===== config.mk =====
export PLATFORM = sky130hd
export DESIGN_NAME = regulator_config_registers
export DESIGN_NICKNAME = d
export VERILOG_FILES = /design/src/regcfg_pkg.sv /design/src/regulator_config_registers.sv
export VERILOG_INCLUDE_DIRS = /design/src
export SDC_FILE = /design/constraint.sdc
export NUM_CORES = 1
export LEC_CHECK = 0
export ABC_AREA = 0
export BUFFER_PORTS_ARGS = -buffer_cell sky130_fd_sc_hd__buf_2
export CORE_MARGIN = 8
export CORE_UTILIZATION = 45
export DETAILED_ROUTE_END_ITERATION = 6
export PLACE_DENSITY = 0.71
export SYNTH_ARGS = -nofsm -noshare
export SYNTH_HDL_FRONTEND = slang
export SYNTH_SLANG_ARGS = --single-unit

===== constraint.sdc =====
create_clock -name clk -period 1.85 [get_ports clk]
set_input_delay 0.185 -clock clk [delete_from_list [all_inputs] [get_ports clk]]
set_output_delay 0.185 -clock clk [all_outputs]
set_load 0.02 [all_outputs]

===== src/regcfg_consts.svh =====
// constants for the regulator configuration register bank
`ifndef REGCFG_CONSTS_SVH
`define REGCFG_CONSTS_SVH
`define PAGE_VOLT          2'h1
`define PAGE_GENERAL       2'h2
`define OFS_VOLT_CTRL      8'h10
`define OFS_VOLT_CTRL_INV  8'h11
`define OFS_PROT_KEY       8'h03
`define OFS_STATE_REQ      8'h00
`define PAGE_STATE         2'h0
`define RST_VOLT_CTRL      4'h2
`define RST_VOLT_CTRL_INV  4'hD
`define RST_PROT_KEY       8'h00
`define RST_STATE_REQ      3'h0
`define STATE_CODE_LOCKED  3'h0
`define STATE_CODE_ACTIVE  3'h6
`define STATE_CODE_DISABLED 3'h4
`define MAX_FINE_CODE      4'h8
`define FINE_CODE_ALL_ONES 4'hF
`define RST_RDATA          8'h00
`define RDATA_UNMAPPED     8'h00
`endif


===== src/regcfg_pkg.sv =====
// types for the regulator configuration register bank
package regcfg_pkg;
   typedef enum logic [1:0] {
      st_locked,
      st_disabled,
      st_active,
      st_reserved
   } dev_state_t;
endpackage : regcfg_pkg


===== src/regulator_config_registers.sv =====
// regulator configuration register bank behind the spi register port
`timescale 1ns/1ps
`include "regcfg_consts.svh"

// Functional notes
// - state request code 06 hex means request active state
// - fine code bits 3:0 select 1.30..0.90 V; bits 7:4 read zero
// - voltage control at page 1 offset 10 hex, resets to 02 hex
// - inverted shadow holds complement of fine code, resets to 0D hex
// - protection key at page 2 offset 03 hex, 8-bit rw, resets 00
module regulator_config_registers (
   // clock and reset
   input  wire logic                    clk,
   input  wire logic                    rstn,
   // register access from the spi frame decoder
   input  wire logic                    reg_wr,
   input  wire logic [1:0]              reg_page,
   input  wire logic [7:0]              reg_addr,
   input  wire logic [7:0]              reg_wdata,
   output logic      [7:0]              reg_rdata,
   // decoded device state request
   output regcfg_pkg::dev_state_t       device_state_request,
   // applied regulator setting
   output logic      [3:0]              fine_voltage_code,
   output logic                         shadow_mismatch,
   // protection key to the lock logic
   output logic      [7:0]              config_protection_key
);

   // timing at a glance:
   // a write lands at the edge that sees reg_wr high and shows the cycle after;
   // read data lags the address by one cycle, since it comes from a flip-flop;
   // the applied code follows one edge after the voltage pair agrees;
   // the decoded state follows one edge after the request code is stored.

   // register storage
   logic [2:0]              state_req_ff;    // request code as last written
   logic [3:0]              volt_ff;         // fine code as last written
   logic [3:0]              volt_inv_ff;     // inverted shadow as last written
   logic [3:0]              applied_ff;      // code the regulator actually uses
   logic [7:0]              key_ff;          // protection key
   logic [7:0]              rdata_ff;        // read data for the previous address
   regcfg_pkg::dev_state_t  state_ff;        // decoded device state

   // next values
   logic [2:0]              nxt_state_req;
   logic [3:0]              nxt_volt;
   logic [3:0]              nxt_volt_inv;
   logic [3:0]              nxt_applied;
   logic [7:0]              nxt_key;
   logic [7:0]              nxt_rdata;
   regcfg_pkg::dev_state_t  nxt_state;

   // register selects and write enables
   logic                    hit_state;
   logic                    hit_volt;
   logic                    hit_vinv;
   logic                    hit_key;
   logic                    wr_state;
   logic                    wr_volt;
   logic                    wr_vinv;
   logic                    wr_key;

   // voltage pair checks
   logic                    pair_compl;
   logic                    code_mapped;
   logic                    pair_ok;

   // state request decode
   regcfg_pkg::dev_state_t  req_state;
   logic                    req_known;

   // one page and offset compare, shared by every register select
   function automatic logic reg_hit(
      input logic [1:0] page,
      input logic [7:0] ofs,
      input logic [1:0] want_page,
      input logic [7:0] want_ofs
   );
      reg_hit = (page == want_page) && (ofs == want_ofs);
   endfunction : reg_hit

   // widen a four-bit field to the read bus; the unused upper nibble reads zero
   function automatic logic [7:0] pad_nibble(
      input logic [3:0] nib
   );
      pad_nibble = {4'h0, nib};
   endfunction : pad_nibble

   // address decode; page and offset must both match, so other pages stay dark
   assign hit_state = reg_hit(reg_page, reg_addr, `PAGE_STATE, `OFS_STATE_REQ);
   assign hit_volt  = reg_hit(reg_page, reg_addr, `PAGE_VOLT, `OFS_VOLT_CTRL);
   assign hit_vinv  = reg_hit(reg_page, reg_addr, `PAGE_VOLT, `OFS_VOLT_CTRL_INV);
   assign hit_key   = reg_hit(reg_page, reg_addr, `PAGE_GENERAL, `OFS_PROT_KEY);

   // write enables; a write to an unmapped offset selects nothing and is dropped
   assign wr_state  = reg_wr && hit_state;
   assign wr_volt   = reg_wr && hit_volt;
   assign wr_vinv   = reg_wr && hit_vinv;
   assign wr_key    = reg_wr && hit_key;

   // next register values; only the low nibble of the voltage pair is stored
   assign nxt_state_req = wr_state ? reg_wdata[2:0] : state_req_ff;
   assign nxt_volt      = wr_volt  ? reg_wdata[3:0] : volt_ff;
   assign nxt_volt_inv  = wr_vinv  ? reg_wdata[3:0] : volt_inv_ff;
   assign nxt_key       = wr_key   ? reg_wdata      : key_ff;

   // pair agrees only when the shadow is the exact complement and the code is mapped;
   // codes 9..F with a matching shadow still count as disagreeing, so an unmapped
   // code can never reach the regulator even if software writes it consistently
   assign pair_compl  = ((volt_ff ^ volt_inv_ff) == `FINE_CODE_ALL_ONES);
   assign code_mapped = (volt_ff <= `MAX_FINE_CODE);
   assign pair_ok     = pair_compl && code_mapped;

   // applied code holds the last agreeing pair, so a half-done update is harmless
   assign nxt_applied = pair_ok ? volt_ff : applied_ff;

   // code decode; only the listed codes name a state
   always_comb begin
      unique case (state_req_ff)
         `STATE_CODE_LOCKED:   req_state = regcfg_pkg::st_locked;
         `STATE_CODE_ACTIVE:   req_state = regcfg_pkg::st_active;
         `STATE_CODE_DISABLED: req_state = regcfg_pkg::st_disabled;
         default:              req_state = regcfg_pkg::st_reserved;
      endcase
   end

   // reserved codes leave the state where it was rather than guessing
   assign req_known = (req_state != regcfg_pkg::st_reserved);
   assign nxt_state = req_known ? req_state : state_ff;

   // readback select; unmapped offsets read zero
   assign nxt_rdata = hit_state ? {5'h00, state_req_ff}
                    : hit_volt  ? pad_nibble(volt_ff)
                    : hit_vinv  ? pad_nibble(volt_inv_ff)
                    : hit_key   ? key_ff
                    : `RDATA_UNMAPPED;

   // raw state request code; reset leaves the device locked
   always_ff @(posedge clk) begin
      if (!rstn) begin
         state_req_ff <= `RST_STATE_REQ;
      end else begin
         state_req_ff <= nxt_state_req;
      end
   end

   // fine voltage code as written; reset selects the nominal output
   always_ff @(posedge clk) begin
      if (!rstn) begin
         volt_ff <= `RST_VOLT_CTRL;
      end else begin
         volt_ff <= nxt_volt;
      end
   end

   // inverted shadow as written; reset value agrees with the code reset
   always_ff @(posedge clk) begin
      if (!rstn) begin
         volt_inv_ff <= `RST_VOLT_CTRL_INV;
      end else begin
         volt_inv_ff <= nxt_volt_inv;
      end
   end

   // protection key; plain storage, the lock logic judges its value
   always_ff @(posedge clk) begin
      if (!rstn) begin
         key_ff <= `RST_PROT_KEY;
      end else begin
         key_ff <= nxt_key;
      end
   end

   // applied code; costs one cycle of latency after the pair agrees,
   // but keeps a single written half of the pair away from the regulator
   always_ff @(posedge clk) begin
      if (!rstn) begin
         applied_ff <= `RST_VOLT_CTRL;
      end else begin
         applied_ff <= nxt_applied;
      end
   end

   // decoded device state; registered so the state output never glitches
   always_ff @(posedge clk) begin
      if (!rstn) begin
         state_ff <= regcfg_pkg::st_locked;
      end else begin
         state_ff <= nxt_state;
      end
   end

   // read data register; one cycle behind the address
   always_ff @(posedge clk) begin
      if (!rstn) begin
         rdata_ff <= `RST_RDATA;
      end else begin
         rdata_ff <= nxt_rdata;
      end
   end

   // outputs; all from flip-flops except the mismatch level, a status
   // that software may poll while it rewrites the pair
   assign reg_rdata             = rdata_ff;
   assign device_state_request  = state_ff;
   assign fine_voltage_code     = applied_ff;
   assign shadow_mismatch       = !pair_ok;
   assign config_protection_key = key_ff;

endmodule : regulator_config_registers


==> impl_summary.txt <==
----------------------------------------------------
[Clock tree]
  CTS H-Tree Depth ... 2
  Largest buffer count on any clock path ... 2
  Clock buffer count from CTS ... 5
  Post-CTS clock slew at the launch and capture registers of the worst setup and hold paths ... 0.10 ns
  Clock tree from TritonCTS ... yes
  Clock latency on the worst-skew pair ... 0.33 ns
  Number of sinks handled by clock tree synthesis ... 33
  CTS Root Cell ... sky130_fd_sc_hd__clkbuf_4

[Timing]
  Fin. max-slew vios ... 0
  Setup tns final ... 0 ns
  Upper clock frequency limit ... 566 MHz
  Share of the clock period used by the worst path after layout ... 95.6%
  Hold Fails Final Rpt ... 0
  # setup viols final ... 0
  Post-layout min period ... 1.77 ns
  Minimum hold slack ... 0.106 ns
  Worst Setup Slack, final ... 0.0817 ns
  Slew margin rel. ... 69.1%
  Clock Skews ... 0.0133 ns
  Worst-margin pin slew ... 0.462 ns

[Setup path]
  Number of buffer and inverter instances along the worst setup path ... 1
  Endpoint of the worst-slack reg-to-reg timing path ... fine_voltage_code[0]
  Slowest Stage Delay on Critical Path ... 0.38 ns
  Start of the worst register-to-register path ... volt_inv_ff[3]
  Type of the setup path with the least slack ... flop to output port
  Startpoint class of the critical path ... flop
  Critical path's slowest cell ... sky130_fd_sc_hd__dfxtp_1
  Crit path launch ... volt_inv_ff[3]
  Required time of the worst setup path ... 1.66 ns
  Top fanout value on the critical path ... 4
  Chain of cells forming the critical path ... nor4_1 > o2bb2ai_1 > o2111ai_4 > buf_2
  Kind of end point of the critical path ... output port
  End point of the critical path ... shadow_mismatch
  Worst Reg2Reg Path Length in Cells ... 5
  Count of cell instances traversed by the critical path ... 4
  Family with the most delay on the worst path ... flip-flops
  Slack of the worst reg-to-reg path ... 0.37 ns
  WP data arrival ... 1.58 ns

[Pwr]
  Sw Ratio ... 23.0%
  Internal power ... 920 uW
  Sequential group share of total power ... 59.5%
  Leakage power ... 0.739 nW
  Part of the power in the clock network ... 33.8%
  Peak VDD IR ... 0.000519 V
  Power density relative to cell area ... 667 nW/um^2
  Comb power frac ... 6.7%
  NetSw ... 275 uW

[Die]
  Die Y ... 74.2 um
  Number of top-level pins ... 44
  Number of rows created at floorplan ... 21
  Width of the die ... 74.2 um
  Full die area ... 5500 um^2
  Starting Density ... 46.4%
  Placeable core area ... 3280 um^2

[Logic synthesis]
  Area leader, netlist ... sky130_fd_sc_hd__dfxtp_1
  Flops & latches, synth ... 33
  Area share of the largest cell type after synthesis ... 43.4%
  Number of enable-type register cells in the synthesized netlist ... 0
  Number of cells produced by synthesis ... 158
  Library cell with the highest instance count after synthesis ... sky130_fd_sc_hd__dfxtp_1
  Synthesized area per cell ... 9.64 um^2
  Most common flop cell mapped by yosys ... sky130_fd_sc_hd__dfxtp_1
  Commonest cells in the synthesized netlist ... sky130_fd_sc_hd__dfxtp_1, sky130_fd_sc_hd__nand2_1, sky130_fd_sc_hd__mux2i_1, sky130_fd_sc_hd__nor2_1
  Number of unique standard cell types used by synthesis ... 42
  Synth async-reset ratio ... 0%
  Cell area after technology mapping ... 1520 um^2
  Fraction of the yosys area taken by sequential cells ... 43.4%
  Post-Syn Nets ... 179
  Cell types with the largest area share after synthesis ... sky130_fd_sc_hd__dfxtp_1, sky130_fd_sc_hd__mux2i_1, sky130_fd_sc_hd__nand2_1
  Yosys warnings ... 0

[Drt]
  DR DRC count ... 0
  Sum of routed wire segments on met1 ... 1560 um
  Highest layer used for signal routing ... met4
  Routed length per instance ... 14.9 um
  Routed vias/inst ... 5.15
  First-pass detailed-route iteration total ... 4
  Amount of wire on met3 after detailed routing ... 343 um
  Detailed-route via count ... 1,273
  DRT iter0 DRCs ... 71
  ANT nets after route ... 0
  Final wirelength ... 3680 um
  Length of routed met2 wiring ... 1710 um

[Global route]
  Total track usage ... 13.9%
  Initial antenna violation count ... 0
  Pin count of the biggest net entering global routing ... 25
  Final global-route overflow total ... 0
  Via count of the first global-routing pass ... 1,181
  First-pass GRT wire length ... 5750 um

[Placement]
  Number of port buffers ... 43
  Final GP Congestion ... 0.842
  Placed cells ... 238
  Setup slack at placement ... 0.396 ns
  Estimated wirelength of the detail-placed design ... 2760 um

[Flow run]
  Number of maximum-capacitance constraint violations ... 0

[Finish]
  NumNets Final ... 222
  Finished Layout Cells ... 247
  Layout overhead on the synthesized area ... 17.5%
  Antenna Cells ... 0
  Layout cell share with drive strength beyond 1 ... 31.3%

[Hold path]
  Min-Delay Path Depth ... 3
  Type of the tightest min-delay check ... input pin to flop

[Outcome]
  Status ... finished, final reports clean

----------------------------------------------------
-- sequential cells by signal (all words and copies together) (netlist names) --
| signal | count |
|---|---|
| config_protection_key | 8 |
| device_state_request | 2 |
| fine_voltage_code | 4 |
| reg_rdata | 8 |
| state_req_ff | 3 |
| volt_ff | 4 |
| volt_inv_ff | 4 |
-- cells in the final DEF, fill, tap and decap left out, types with 2 or more instances in the layout --
cell,count
sky130_fd_sc_hd__inv_1,3
sky130_fd_sc_hd__nand3_1,2
sky130_fd_sc_hd__o22ai_1,2
sky130_fd_sc_hd__a211oi_1,2
sky130_fd_sc_hd__nand2_1,31
sky130_fd_sc_hd__xor2_1,2
sky130_fd_sc_hd__nor3_1,4
sky130_fd_sc_hd__mux2i_1,23
sky130_fd_sc_hd__o21ai_0,4
sky130_fd_sc_hd__dfxtp_1,33
sky130_fd_sc_hd__nor2_1,11
sky130_fd_sc_hd__buf_2,43
sky130_fd_sc_hd__and2_1,4
sky130_fd_sc_hd__a21oi_1,3
sky130_fd_sc_hd__and3_1,2
sky130_fd_sc_hd__clkbuf_4,5
sky130_fd_sc_hd__buf_4,3
sky130_fd_sc_hd__and4_1,2
-- routing by layer --
layer	global-route usage, %	vias to the layer above
li1	-	632
met1	17.1	583
met2	20.5	51
met3	5.93	7
met4	5.99	0
met5	0	-
-- stage by stage --
stage / power (mW) / cell area (um^2) / utilization, %
after global routing: 1.24 / 1790 / 54.5
after global placement: 0.804 / 1710 / 52.0
final: 1.19 / 1790 / 54.5
after detailed placement: 0.805 / 1710 / 52.0
after floorplan: 0.775 / 1520 / -
after CTS: 1.20 / 1760 / 53.7
-- worst register-to-register path, cell delays in order (launching register included) --
cell	delay [ns]
sky130_fd_sc_hd__dfxtp_1	0.38
sky130_fd_sc_hd__nor4_1	0.30
sky130_fd_sc_hd__o2bb2ai_1	0.21
sky130_fd_sc_hd__o2111ai_4	0.17
sky130_fd_sc_hd__buf_4	0.19
sky130_fd_sc_hd__mux2i_1	0.12
-- cells by family (layout without fill, tap and decap cells) --
group                     Yosys count  in the layout  share of synthesized area, %
and+or+nand+nor                    66             66                          22.5
buffers and inverters              13             56                          6.98
DFF                                33             33                          43.4
AOI/OAI and AO/OA                  20             20                          10.3
xor gates and xnor gates            3              3                          1.73
muxes                              23             23                          15.1
-- power groups by stage --
stage | Sequential (mW) | Clock, mW | Combinational, mW
2_1_floorplan | 0.727 | 0 | 0.0482
3_3_place_gp | 0.727 | 0 | 0.0769
3_5_place_dp | 0.727 | 0 | 0.0785
4_1_cts | 0.710 | 0.413 | 0.0787
5_1_grt | 0.710 | 0.445 | 0.0885
6_report | 0.710 | 0.404 | 0.0805
-- worst min-delay path by stage --
stage,from,end,slack (ns)
3_3_place_gp,reg_wdata[4],config_protection_key[4],0.43
2_1_floorplan,reg_wdata[4],config_protection_key[4],0.33
5_1_grt,reg_wdata[6],config_protection_key[6],0.08
6_report,reg_wdata[6],config_protection_key[6],0.11
3_5_place_dp,reg_wdata[4],config_protection_key[4],0.45
4_1_cts,reg_wdata[4],config_protection_key[4],0.09
-- cell type report --
cell class / count / area (um^2)
fillers: 293 / 1500
multi-input cells: 112 / 767
flip-flops and latches: 33 / 661
repair buffers: 46 / 238
well taps: 46 / 57.6
clock buffers: 7 / 55.1
inverters: 3 / 11.3
-- timing repair --
action,in CTS,in global routing
resized for setup,0,1
hold buffers,0,0
buffers inserted,0,2
hold endpoints to repair,0,0
setup endpoints to repair,0,1
Power figures use the tool's default switching activity.
